`src/hw/fcc_pkg.sv`:
```
// Constants shared by the flash clock and option configuration block
package fcc_pkg;

   // ---------------------------------------------------------------
   // Register bus
   // ---------------------------------------------------------------
   localparam int DATA_W = 8;
   localparam int ADDR_W = 4;
   localparam logic [ADDR_W-1:0] ADDR_CLKDIV = 4'h0;
   localparam logic [ADDR_W-1:0] ADDR_OPTIONS = 4'h1;
   localparam logic [ADDR_W-1:0] ADDR_STATUS = 4'h2;

   // ---------------------------------------------------------------
   // Clock divider register layout
   // ---------------------------------------------------------------
   localparam int LOADED_BIT = 7;
   localparam int PRESCALE_BIT = 6;
   localparam int DIV_W = 6;
   localparam int DIV_LSB = 0;
   localparam logic [DATA_W-1:0] CLKDIV_RST = 8'h00;
   localparam int PRE_W = 3;
   localparam logic [PRE_W-1:0] PRE_LAST = 3'h7;

   // ---------------------------------------------------------------
   // Options register layout
   // ---------------------------------------------------------------
   localparam int KEY_EN_BIT = 7;
   localparam int NORED_BIT = 6;
   localparam int SEC_W = 2;
   localparam int SEC_LSB = 0;
   localparam logic [SEC_W-1:0] SEC_OPEN = 2'h2;
   localparam logic [DATA_W-1:0] OPT_IMPL_MASK = 8'hc3;
   localparam logic [DATA_W-1:0] OPT_RST = 8'h03;

   // ---------------------------------------------------------------
   // Status register layout
   // ---------------------------------------------------------------
   localparam int ST_SECURE_BIT = 0;
   localparam int ST_UNLOCKED_BIT = 1;
   localparam int ST_BUSY_BIT = 2;
   localparam int ST_REFUSED_BIT = 3;

   // ---------------------------------------------------------------
   // Backdoor key
   // ---------------------------------------------------------------
   localparam int KEY_BYTES = 8;
   localparam int KEY_IDX_W = 3;
   localparam int KEY_CNT_W = 4;
   localparam logic [KEY_CNT_W-1:0] KEY_FULL = 4'h8;

   // ---------------------------------------------------------------
   // Program and erase timing pulse sequencer
   // ---------------------------------------------------------------
   typedef enum logic [1:0] {PE_IDLE, PE_WAIT, PE_PULSE} fcc_pe_e;

endpackage

```
`src/hw/fcc_div_if.sv`:
```
// Control and tick wires between the configuration core and the flash clock divider
`timescale 1ns/1ps
interface fcc_div_if;
   logic run;
   logic prescale;
   logic [fcc_pkg::DIV_W-1:0] divisor;
   logic tick;

   modport ctrl (output run, output prescale, output divisor, input tick);
   modport divider (input run, input prescale, input divisor, output tick);
endinterface

```
`src/hw/fcc_clk_div.sv`:
```
// Flash timing clock divider producing a one-cycle enable tick
`timescale 1ns/1ps
module fcc_clk_div (
   // Clock and reset
   input wire logic ref_clk,
   input wire logic arst_n,
   // Divider control and tick
   fcc_div_if.divider div
);

   logic [fcc_pkg::PRE_W-1:0] pre_q;
   logic [fcc_pkg::PRE_W-1:0] pre_d;
   logic [fcc_pkg::DIV_W-1:0] cnt_q;
   logic [fcc_pkg::DIV_W-1:0] cnt_d;
   logic tick_q;
   logic tick_d;

   // ---------------------------------------------------------------
   // Source select and reload counter
   // ---------------------------------------------------------------
   wire pre_wrap = (pre_q == fcc_pkg::PRE_LAST);
   wire src_ce = div.prescale ? pre_wrap : 1'b1;
   wire cnt_zero = (cnt_q == {fcc_pkg::DIV_W{1'b0}});

   assign pre_d = div.run ? pre_q + {{(fcc_pkg::PRE_W-1){1'b0}}, 1'b1} : {fcc_pkg::PRE_W{1'b0}};
   // Reload at the divisor gives a period of divisor plus one
   assign cnt_d = !div.run ? div.divisor :
                  !src_ce ? cnt_q :
                  cnt_zero ? div.divisor :
                  cnt_q - {{(fcc_pkg::DIV_W-1){1'b0}}, 1'b1};
   // Enable pulse instead of a derived clock keeps one clock tree
   assign tick_d = div.run & src_ce & cnt_zero;

   always_ff @(posedge ref_clk or negedge arst_n) begin
      if (!arst_n) begin
         pre_q <= {fcc_pkg::PRE_W{1'b0}};
         cnt_q <= {fcc_pkg::DIV_W{1'b0}};
         tick_q <= 1'b0;
      end else begin
         pre_q <= pre_d;
         cnt_q <= cnt_d;
         tick_q <= tick_d;
      end
   end

   assign div.tick = tick_q;

endmodule

```
`src/hw/fcc_top.sv`:
```
// Flash clock divider, options, security state and backdoor key configuration
//
// Behaviour
// - Divider bit 7 is a read-only loaded flag, set by first write after reset.
// - Divider bits 6:0 are readable always and take only the first write.
// - Program and erase are refused until the loaded flag is set.
// - Prescale bit selects bus clock or bus clock divided by eight.
// - Divider divides its input by the 6-bit divisor plus one.
// - Each timing pulse lasts exactly one flash clock cycle.
// - The options byte is copied from nonvolatile storage on the first edge after reset release.
// - Options bits 5:2 read zero; bus writes to options change nothing.
// - With key enable clear, key comparison never disengages security.
// - Only secure firmware may supply key bytes; debug writes cannot unlock.
// - Eight key bytes written in order and matching unlock until next reset.
// - Options bit 6 set disables vector redirection, clear keeps it active.
// - Only security code 1:0 is unsecured; all other codes are secure.
// - While secure, unsecured sources cannot reach RAM or flash contents.
// - Working security code becomes 1:0 after key match or blank check.
// - Blocked writes are discarded and blocked reads return all zeros.
`timescale 1ns/1ps
module fcc_top (
   // Clock and reset
   input wire logic ref_clk,
   input wire logic arst_n,
   // Register port
   input wire logic [fcc_pkg::ADDR_W-1:0] reg_addr,
   input wire logic [fcc_pkg::DATA_W-1:0] reg_wdata,
   input wire logic reg_wr,
   input wire logic reg_rd,
   output logic [fcc_pkg::DATA_W-1:0] reg_rdata,
   // Nonvolatile contents
   input wire logic [fcc_pkg::DATA_W-1:0] options_nonvolatile_byte,
   input wire logic [fcc_pkg::KEY_BYTES*fcc_pkg::DATA_W-1:0] backdoor_key_bytes,
   // Backdoor key entry
   input wire logic key_access,
   input wire logic key_wr,
   input wire logic [fcc_pkg::KEY_IDX_W-1:0] key_idx,
   input wire logic [fcc_pkg::DATA_W-1:0] key_data,
   input wire logic key_src_secure,
   input wire logic blank_check_ok,
   // Program and erase timing
   input wire logic pe_req,
   output logic pe_refused,
   output logic pe_busy,
   output logic pe_pulse,
   output logic pe_done,
   output logic flash_timing_clock,
   // Secure memory gate
   input wire logic mem_req,
   input wire logic mem_we,
   input wire logic mem_src_secure,
   input wire logic [fcc_pkg::DATA_W-1:0] mem_rdata_in,
   output logic mem_wr_en,
   output logic mem_blocked,
   output logic [fcc_pkg::DATA_W-1:0] mem_rdata,
   // Option outputs
   output logic secure,
   output logic redirect_disable,
   output logic backdoor_key_enable
);

   // ---------------------------------------------------------------
   // Decoding helpers
   // ---------------------------------------------------------------
   function automatic logic code_is_secure(input logic [fcc_pkg::SEC_W-1:0] code);
      code_is_secure = (code != fcc_pkg::SEC_OPEN);
   endfunction

   function automatic logic hits(input logic [fcc_pkg::ADDR_W-1:0] a,
                                 input logic [fcc_pkg::ADDR_W-1:0] r);
      hits = (a == r);
   endfunction

   // ---------------------------------------------------------------
   // State
   // ---------------------------------------------------------------
   logic loaded_q;
   logic loaded_d;
   logic [fcc_pkg::DATA_W-1:0] clkdiv_q;
   logic [fcc_pkg::DATA_W-1:0] clkdiv_d;
   logic opt_pending_q;
   logic [fcc_pkg::DATA_W-1:0] opt_q;
   logic [fcc_pkg::DATA_W-1:0] opt_d;
   logic [fcc_pkg::SEC_W-1:0] sec_q;
   logic [fcc_pkg::SEC_W-1:0] sec_d;
   logic unlocked_q;
   logic unlocked_d;
   logic refused_q;
   logic refused_d;
   logic [fcc_pkg::DATA_W-1:0] rdata_q;
   logic [fcc_pkg::DATA_W-1:0] rdata_d;
   logic [fcc_pkg::DATA_W-1:0] mem_rdata_q;
   logic [fcc_pkg::DATA_W-1:0] mem_rdata_d;
   logic key_acc_q;
   logic [fcc_pkg::KEY_CNT_W-1:0] key_cnt_q;
   logic [fcc_pkg::KEY_CNT_W-1:0] key_cnt_d;
   logic key_bad_q;
   logic key_bad_d;
   logic [fcc_pkg::KEY_BYTES*fcc_pkg::DATA_W-1:0] key_buf_q;
   logic [fcc_pkg::KEY_BYTES*fcc_pkg::DATA_W-1:0] key_buf_d;
   fcc_pkg::fcc_pe_e pe_q;
   fcc_pkg::fcc_pe_e pe_d;

   // ---------------------------------------------------------------
   // Bus decode
   // ---------------------------------------------------------------
   wire wr_clkdiv = reg_wr & hits(reg_addr, fcc_pkg::ADDR_CLKDIV);
   wire wr_status = reg_wr & hits(reg_addr, fcc_pkg::ADDR_STATUS);
   wire rd_clkdiv = hits(reg_addr, fcc_pkg::ADDR_CLKDIV);
   wire rd_options = hits(reg_addr, fcc_pkg::ADDR_OPTIONS);
   wire rd_status = hits(reg_addr, fcc_pkg::ADDR_STATUS);

   // ---------------------------------------------------------------
   // Clock divider register
   // ---------------------------------------------------------------
   // First write wins; the flag does not depend on the data
   assign loaded_d = loaded_q | wr_clkdiv;
   assign clkdiv_d = (wr_clkdiv & !loaded_q) ? reg_wdata : clkdiv_q;

   wire prescale_by_eight = clkdiv_q[fcc_pkg::PRESCALE_BIT];
   wire [fcc_pkg::DIV_W-1:0] divisor_field = clkdiv_q[fcc_pkg::DIV_LSB +: fcc_pkg::DIV_W];

   wire [fcc_pkg::DATA_W-1:0] clkdiv_view = {loaded_q, clkdiv_q[fcc_pkg::PRESCALE_BIT:0]};

   // ---------------------------------------------------------------
   // Divider instance
   // ---------------------------------------------------------------
   fcc_div_if div_bus ();

   // Divider only runs once the settings are fixed
   assign div_bus.run = loaded_q;
   assign div_bus.prescale = prescale_by_eight;
   assign div_bus.divisor = divisor_field;

   fcc_clk_div u_div (
      .ref_clk(ref_clk),
      .arst_n(arst_n),
      .div(div_bus)
   );

   wire tick = div_bus.tick;

   // ---------------------------------------------------------------
   // Program and erase sequencer
   // ---------------------------------------------------------------
   wire pe_start = pe_req & loaded_q & (pe_q == fcc_pkg::PE_IDLE);
   // Requests before the divisor is loaded, or while busy, are refused
   wire pe_reject = pe_req & !pe_start;

   always_comb begin
      pe_d = pe_q;
      unique case (pe_q)
         fcc_pkg::PE_IDLE: begin
            if (pe_start) begin
               pe_d = fcc_pkg::PE_WAIT;
            end
         end
         // Align to a tick so the pulse spans one whole flash cycle
         fcc_pkg::PE_WAIT: begin
            if (tick) begin
               pe_d = fcc_pkg::PE_PULSE;
            end
         end
         fcc_pkg::PE_PULSE: begin
            if (tick) begin
               pe_d = fcc_pkg::PE_IDLE;
            end
         end
         // Unused encoding falls back to idle
         default: begin
            pe_d = fcc_pkg::PE_IDLE;
         end
      endcase
   end

   assign pe_refused = pe_reject;
   assign pe_busy = (pe_q != fcc_pkg::PE_IDLE);
   assign pe_pulse = (pe_q == fcc_pkg::PE_PULSE);
   assign pe_done = (pe_q == fcc_pkg::PE_PULSE) & tick;
   assign flash_timing_clock = tick;

   // Sticky refusal, write one to clear; a new refusal wins over the clear
   assign refused_d = pe_reject |
                      (refused_q & !(wr_status & reg_wdata[fcc_pkg::ST_REFUSED_BIT]));

   // ---------------------------------------------------------------
   // Options register
   // ---------------------------------------------------------------
   // Byte is caught on the first edge after reset release; bus writes are ignored
   assign opt_d = opt_pending_q ?
                  (options_nonvolatile_byte & fcc_pkg::OPT_IMPL_MASK) : opt_q;

   wire key_enable = opt_q[fcc_pkg::KEY_EN_BIT];

   // ---------------------------------------------------------------
   // Backdoor key entry
   // ---------------------------------------------------------------
   wire key_open = key_access & !key_acc_q;
   wire key_close = !key_access & key_acc_q;
   wire key_try = key_wr & key_access;
   // Debug-sourced writes never count toward a match
   wire key_ok_src = key_src_secure & key_enable;
   wire key_in_order = (key_cnt_q < fcc_pkg::KEY_FULL) &&
                       ({1'b0, key_idx} == key_cnt_q);

   always_comb begin
      key_cnt_d = key_cnt_q;
      key_bad_d = key_bad_q;
      key_buf_d = key_buf_q;
      if (key_open) begin
         key_cnt_d = {fcc_pkg::KEY_CNT_W{1'b0}};
         key_bad_d = 1'b0;
      end else if (key_try) begin
         if (key_ok_src & key_in_order) begin
            key_buf_d[key_idx*fcc_pkg::DATA_W +: fcc_pkg::DATA_W] = key_data;
            key_cnt_d = key_cnt_q + {{(fcc_pkg::KEY_CNT_W-1){1'b0}}, 1'b1};
         end else begin
            key_bad_d = 1'b1;
         end
      end
   end

   logic [fcc_pkg::KEY_BYTES-1:0] byte_match;
   genvar gi;
   generate
      for (gi = 0; gi < fcc_pkg::KEY_BYTES; gi++) begin : g_cmp
         assign byte_match[gi] = (key_buf_q[gi*fcc_pkg::DATA_W +: fcc_pkg::DATA_W] ==
                                  backdoor_key_bytes[gi*fcc_pkg::DATA_W +: fcc_pkg::DATA_W]);
      end
   endgenerate

   // Compared when key access closes; the enable is checked again here
   wire key_match = key_close & key_enable & !key_bad_q &
                    (key_cnt_q == fcc_pkg::KEY_FULL) & (&byte_match);

   // ---------------------------------------------------------------
   // Security state
   // ---------------------------------------------------------------
   // Opening holds until the next reset; only reset reloads the code
   assign sec_d = opt_pending_q ? options_nonvolatile_byte[fcc_pkg::SEC_LSB +: fcc_pkg::SEC_W] :
                  (key_match | blank_check_ok) ? fcc_pkg::SEC_OPEN : sec_q;
   assign unlocked_d = unlocked_q | key_match;

   wire is_secure = code_is_secure(sec_q);

   wire [fcc_pkg::DATA_W-1:0] opt_view = {opt_q[fcc_pkg::KEY_EN_BIT:fcc_pkg::NORED_BIT],
                                         {(fcc_pkg::NORED_BIT-fcc_pkg::SEC_W){1'b0}},
                                         sec_q};

   // ---------------------------------------------------------------
   // Secure memory gate
   // ---------------------------------------------------------------
   wire blocked = mem_req & is_secure & !mem_src_secure;
   assign mem_blocked = blocked;
   assign mem_wr_en = mem_req & mem_we & !blocked;
   assign mem_rdata_d = (mem_req & !mem_we & !blocked) ?
                        mem_rdata_in : {fcc_pkg::DATA_W{1'b0}};
   assign mem_rdata = mem_rdata_q;

   // ---------------------------------------------------------------
   // Read path
   // ---------------------------------------------------------------
   wire [fcc_pkg::DATA_W-1:0] status_view = {{(fcc_pkg::DATA_W-fcc_pkg::ST_REFUSED_BIT-1){1'b0}},
                                            refused_q, pe_busy, unlocked_q, is_secure};

   // Unmapped addresses read zero; data stand only in the cycle after the strobe
   assign rdata_d = !reg_rd ? {fcc_pkg::DATA_W{1'b0}} :
                    rd_clkdiv ? clkdiv_view :
                    rd_options ? opt_view :
                    rd_status ? status_view :
                    {fcc_pkg::DATA_W{1'b0}};
   assign reg_rdata = rdata_q;

   // ---------------------------------------------------------------
   // Registers
   // ---------------------------------------------------------------
   always_ff @(posedge ref_clk or negedge arst_n) begin
      if (!arst_n) begin
         loaded_q <= 1'b0;
         clkdiv_q <= fcc_pkg::CLKDIV_RST;
         refused_q <= 1'b0;
         pe_q <= fcc_pkg::PE_IDLE;
      end else begin
         loaded_q <= loaded_d;
         clkdiv_q <= clkdiv_d;
         refused_q <= refused_d;
         pe_q <= pe_d;
      end
   end

   // Options change only by reload; security changes by reload, key match or blank check
   always_ff @(posedge ref_clk or negedge arst_n) begin
      if (!arst_n) begin
         opt_pending_q <= 1'b1;
         opt_q <= fcc_pkg::OPT_RST;
         sec_q <= fcc_pkg::OPT_RST[fcc_pkg::SEC_LSB +: fcc_pkg::SEC_W];
         unlocked_q <= 1'b0;
      end else begin
         opt_pending_q <= 1'b0;
         opt_q <= opt_d;
         sec_q <= sec_d;
         unlocked_q <= unlocked_d;
      end
   end

   always_ff @(posedge ref_clk or negedge arst_n) begin
      if (!arst_n) begin
         key_acc_q <= 1'b0;
         key_cnt_q <= {fcc_pkg::KEY_CNT_W{1'b0}};
         key_bad_q <= 1'b0;
         key_buf_q <= {(fcc_pkg::KEY_BYTES*fcc_pkg::DATA_W){1'b0}};
      end else begin
         key_acc_q <= key_access;
         key_cnt_q <= key_cnt_d;
         key_bad_q <= key_bad_d;
         key_buf_q <= key_buf_d;
      end
   end

   // Read data registers clear whenever no read is granted
   always_ff @(posedge ref_clk or negedge arst_n) begin
      if (!arst_n) begin
         rdata_q <= {fcc_pkg::DATA_W{1'b0}};
         mem_rdata_q <= {fcc_pkg::DATA_W{1'b0}};
      end else begin
         rdata_q <= rdata_d;
         mem_rdata_q <= mem_rdata_d;
      end
   end

   // ---------------------------------------------------------------
   // Option outputs
   // ---------------------------------------------------------------
   assign secure = is_secure;
   assign redirect_disable = opt_q[fcc_pkg::NORED_BIT];
   assign backdoor_key_enable = key_enable;

endmodule

```
`config.mk`:
```
export PLATFORM = sky130hd
export DESIGN_NAME = fcc_top
export DESIGN_NICKNAME = d
export VERILOG_FILES = /design/src/hw/fcc_pkg.sv /design/src/hw/fcc_div_if.sv /design/src/hw/fcc_clk_div.sv /design/src/hw/fcc_top.sv
export SDC_FILE = /design/constraint.sdc
export NUM_CORES = 1
export LEC_CHECK = 0
export BUFFER_PORTS_ARGS = -buffer_cell sky130_fd_sc_hd__buf_2
export CAP_MARGIN = 20
export CORE_MARGIN = 4
export CORE_UTILIZATION = 44
export DETAILED_ROUTE_END_ITERATION = 12
export HOLD_SLACK_MARGIN = 0.1
export PLACE_DENSITY = 0.68
export SLEW_MARGIN = 15
export SYNTH_ARGS = -nofsm -noshare
export SYNTH_HDL_FRONTEND = slang
export SYNTH_SLANG_ARGS = --single-unit
```
`constraint.sdc`:
```
create_clock -name ref_clk -period 3.95 [get_ports ref_clk]
set_clock_uncertainty 0.2 [all_clocks]
set_input_delay 0.395 -clock ref_clk [delete_from_list [all_inputs] [get_ports ref_clk]]
set_output_delay 0.395 -clock ref_clk [all_outputs]
set_load 0.05 [all_outputs]
```
== Yosys cells after proc, flatten, opt, wreduce, memory -nomap -nowiden ==
Cells that the tools add are included.
Word-level totals
  memories: 0
  memory bits (read-only): 0
  input bits: 115
  bits in registers: 115
  latch bits: 0
  output and inout bits: 26
  RAM bits: 0
  logic and storage cells: 121
Cells by class
  add/subtract/negate cells: 4
  equality and inequality tests: 21
  $lt $le $gt $ge: 1
  divide/modulo/power cells: 0
  reductions and logical operators: 22
  bitwise operators: 31
  multiplexer cells: 23
  shift-type cells: 2
  $mul: 0
Operators with widths (number)
  $bwmux 64: 1
  $eq 8x8->1: 8
  $shift 8x34->64 const A: 1
  $shiftx 8x34->64: 1
  $neg 6->34: 1
  $mux 8: 4
  $and 1x1->1: 26
  $mux 6: 3
  $mux 4: 4
  $mux 2: 5
  $logic_not 1->1: 9
  $reduce_and 8->1: 1
  $reduce_bool 2->1: 4
  $logic_not 6->1: 1
  $ne 2x1->1 const B: 3
  $ne 2x2->1 const B: 3
  $pmux 2 s3: 1
  $reduce_and 3->1: 2
  $sub 6x1->6 const B: 1
  $add 4x1->4 const B: 1
  $eq 3x4->1: 1
  $eq 4x1->1 const B: 1
  $eq 4x2->1 const B: 1
  $eq 4x4->1 const B: 1
  13 further kinds: 20

== Depth between registers and ports, before layout ==
  depth after elaboration: 9
  gate-level depth with buffers: 8
  gate-level depth less buffers: 7

== Modules after synthesis ==
A second synthesis with hierarchy kept.
Unflattened totals
  cell total of the unflattened synthesis: 489
  area, all modules: 5709.2 um^2
Modules (own cells, without submodules)
  fcc_top: cells an instance 423, area each 5134.9 um^2, times used 1, seq. area each 2581.2 um^2
  fcc_clk_div: cells an instance 66, area each 574.3 um^2, times used 1, seq. area each 250.2 um^2

== Worst setup path after synthesis ==
OpenSTA, ideal clock, no wires.
  path kind: input-to-reg
  start: in key_idx[0] (netlist name)
  end: reg key_buf_q[0] (netlist name)
  cell stages on the path: 7
  setup slack: 1.116 ns
  path buffers: 1
  setup time: 0.125 ns
  arrival: 2.510 ns
  required time: 3.625 ns
  cell sequence: clkbuf_8 > inv_1 > ha_1 > ha_1 > or4b_2 > nor4_4 > mux2_2
On the way
  word-level cells in the longest chain between the ends: 4
  elaborated cells on any way between the ends: 8
  those cells by class: add/sub: 1; eq/ne: 1; shift: 2; mux: 1; bitwise: 1; reduce/logical: 2
Ends and longest elaborated chain
  from (decl): line fcc_top.sv:37  | input wire logic [fcc_pkg::KEY_IDX_W-1:0] key_idx,
  parallel branches: the longest is 4 deep, another holds $neg 6->34
  to (signal assigned): line fcc_top.sv:311  | key_buf_q <= {(fcc_pkg::KEY_BYTES*fcc_pkg::DATA_W){1'b0}};
  to (signal assigned): line fcc_top.sv:316  | key_buf_q <= key_buf_d;
  to (decl): line fcc_top.sv:99  | logic [fcc_pkg::KEY_BYTES*fcc_pkg::DATA_W-1:0] key_buf_q;
Parallel ways; which one is timed is not known.
A chain may end at the register's enable or synchronous reset.

== Worst setup path after layout ==
  start: in key_idx[0] (netlist name)
  end: reg key_buf_q[7] (netlist name)
Same word-level chain as after synthesis.

==> results.cfg <==
[floorplan]
start_util_pct = 45.0
core_region_area_um2 = 12600
die_area_um2 = 14800
io-pin-count = 141
die_h_um = 122
rows = 41
die_w_um = 122

[yosys]
syn_inst = 490
ys_seq_elements = 113
synth_cell_types = 53
ys_warn_count = 0
synth_flop_cell = dfrtp_1
syn_avg_cell_area_um2 = 11.6
netlist_area_um2 = 5680
synthArstFlopShare_pct = 100
synth_enable_flop_cells = 0
yosysSeqAreaShare_pct = 49.9
synth_nets = 613

[min_path]
min_to = reg_rdata[3]$_DFF_PN0_
hp-class = primary input to flip-flop
hold_depth = 2
hold_start = reg_addr[0]

[worst_setup_path]
cp_data_required_time_ps = 4040
r2r-start = key_cnt_q[3]$_DFFE_PN0P_
arrival_ps = 3100
setup.worst_path.start_class = primary input
r2r_end = key_buf_q[23]$_DFFE_PN0P_
reg2reg_depth = 6
crit_path_end_kind = flip-flop
reg2reg_slack_ps = 1350
worstSetupPathType = primary input to flip-flop
crit_fanout = 20

[finish]
drive_gt1_share_pct = 37.9
fillers = 1070
finalNetCount = 794
instances_no_fill = 854
stdcell_area_um2 = 7420
area_growth_pct = 30.7

[global_routing]
grt_max_degree = 59
grt-ovfl-total = 0
grt_usage_pct = 20.5
grt_pass1_wl_um = 22600
grt_antenna_before_repair = 0
grt_pass1_vias = 4392

[clocking]
cts_resized = 0
htreeDepth = 4
cts-root-buf = clkbuf_16
clock_sinks = 113
clk_latency_ps = 410
cts_buffers = 17
clockBufferDepth = 2
clk_pin_slew_ps = 50
cts_tree = done

[route]
num_vias = 4270
wl_um = 14600
final_antenna_net_count = 0
first_iter_violations = 185
drc = 0
avgViaCountPerCell = 5.00
wl_per_cell_um = 17.0
firstDrtPassIters = 4

[timing]
rsz0062_at_grt = no
fmax_mhz = 333
setup-tns-final_ps = 0
min_period_ps = 3000
worst_pin_slew_ps = 853
drv_slew = 0
hold_viol_final = 0
final-setup-viol-count = 0
fin_ws_ps = 947
min_period_over_period_pct = 76.0
relSlewSlack_pct = 42.6

[power]
cellPowerDensity_nw_per_um2 = 439
switchingPower_uw = 867
vdd.ir_drop.worst_mv = 0.355
p_leak_nw = 3.58
seqPwrFrac_pct = 41.0
switching_share_pct = 26.6
power.total_mw = 3.25
p_int_mw = 2.39
p_comb_share_pct = 16.0
pwr-share-clk_pct = 43.0

[place]
dp.cells = 794
dpl.hpwl_um = 10800
port_buffers = 135
finalWeightedCongestion = 0.840
dp_slack_ps = 493
dpl_cell_area_um2 = 6570

[outcome]
status = completed

[run]
maxCapViolCount = 0
==> layer usage <==
metal  track usage [%]  vias up  wire length [um]
li1                  -     2058                 -
met1              25.9     2067              6430
met2              34.1      130              7060
met3              5.76       15               856
met4              6.51        0               208
met5                 0        -                 0
==> worst max-delay path by stage <==
stage	startpoint	endpoint	slack (ps)	depth (start not counted)
2_1_floorplan	key_idx[0]	key_buf_q[0]$_DFFE_PN0P_	1120	7
3_3_place_gp	key_idx[0]	key_buf_q[0]$_DFFE_PN0P_	590	7
3_5_place_dp	key_idx[0]	key_buf_q[7]$_DFFE_PN0P_	490	7
4_1_cts	key_idx[0]	key_buf_q[7]$_DFFE_PN0P_	950	7
5_1_grt	key_idx[0]	key_buf_q[1]$_DFFE_PN0P_	810	7
6_report	key_idx[0]	key_buf_q[7]$_DFFE_PN0P_	950	7
==> cells by family (layout without fill, tap and decap cells) <==
family          after synthesis  after routing  share of synthesized area (%)
simple gates                148            148                           15.1
xor+xnor                     68             68                           10.5
mux                          77             77                           15.6
other cells                   1              2                         0.0660
compound gates               43             43                           4.58
fa+ha+maj                     8              8                           1.76
buf+inv                      32            223                           2.47
flops                       113            113                           49.9
==> state kept, by name, summed over array words and instances (netlist names) <==
name	flops
key_cnt_q	4
u_div.cnt_q	6
opt_pending_q	1
unlocked_q	1
pe_q	2
u_div.pre_q	3
key_bad_q	1
key_acc_q	1
refused_q	1
clkdiv_q	7
opt_q	2
mem_rdata	8
u_div.div.tick	1
sec_q	2
key_buf_q	64
div_bus.run	1
reg_rdata	8
==> metrics by stage <==
| stage | hold WS, ps | util, % |
|---|---|---|
| CTS | 105 | 58.8 |
| global placement | 221 | 52.1 |
| floorplan | -101 | - |
| global route | 113 | 58.8 |
| finish | 121 | 58.8 |
| detailed placement | 240 | 52.1 |
==> critical path, stage by stage <==
cell	delay [ps]
buf_2	330
inv_1	190
ha_1	240
ha_1	350
or4b_2	660
nor4_4	510
mux2_2	410
==> what timing repair did <==
action,in CTS,in global routing
endpoints found under the hold margin,84,0
hold buffers,30,0
buffers inserted,0,0
==> layout by cell type, fill, tap and decap left out, types with 6 or more instances in the layout <==
cell | Yosys | routed
buf_2 | 2 | 134
dfrtp_1 | 110 | 110
xnor2_1 | 64 | 64
mux2_2 | 61 | 61
dlygate4sd3_1 | 0 | 30
nand2_1 | 29 | 29
and2_1 | 28 | 28
nor2_1 | 24 | 24
inv_1 | 22 | 22
nand4_1 | 18 | 18
clkbuf_16 | 0 | 17
o21ai_0 | 16 | 16
a21oi_1 | 10 | 10
nor3_1 | 9 | 9
mux2i_1 | 8 | 8
mux2_4 | 8 | 8
ha_1 | 8 | 8
buf_4 | 0 | 8
clkinv_2 | 0 | 6
==> power by group through the flow <==
stage          Combinational (mW)  Sequential, mW  Clock (mW)
6_report                    0.522            1.33        1.40
5_1_grt                     0.581            1.35        1.48
4_1_cts                     0.526            1.33        1.42
3_5_place_dp                0.501            1.35           0
3_3_place_gp                0.482            1.35           0
2_1_floorplan               0.308            1.35           0
==> area by class of cell <==
class	instances	area, um^2	share of cell area (%)
flip-flops and latches	113	2830	38.2
well taps	172	215	2.90
clock inverters	7	60.1	0.809
diodes	1	2.50	0.0337
repair buffers	172	1030	13.9
inverters	22	82.6	1.11
clock buffers	22	484	6.53
multi-input cells	345	2710	36.6
==> synth_stat cells, types with 2 or more instances <==
cell type	count	share of area, %
and3_1	4	0.44
a22oi_1	3	0.40
mux2_4	8	2.1
nor3_1	9	0.79
nand3b_1	2	0.26
and2_1	28	3.1
nand2b_1	2	0.22
xnor2_1	64	9.9
dfrtp_1	110	48
clkbuf_1	5	0.33
mux2_2	61	12
dfstp_2	3	1.4
nand4b_1	2	0.31
buf_2	2	0.18
nand2_1	29	1.9
mux2i_1	8	1.4
o21a_1	2	0.26
a21oi_1	10	0.88
xor2_1	4	0.62
a31oi_1	3	0.33
a21o_1	2	0.26
o21ai_0	16	1.4
nor4_4	3	1.1
ha_1	8	1.8
or4b_2	2	0.35
nand3_1	4	0.35
nor2_2	3	0.33
nor2b_1	4	0.44
nand4_1	18	2.0
inv_1	22	1.5
nor4_1	4	0.44
nor2_1	24	1.6
Power figures use the tool's default switching activity.
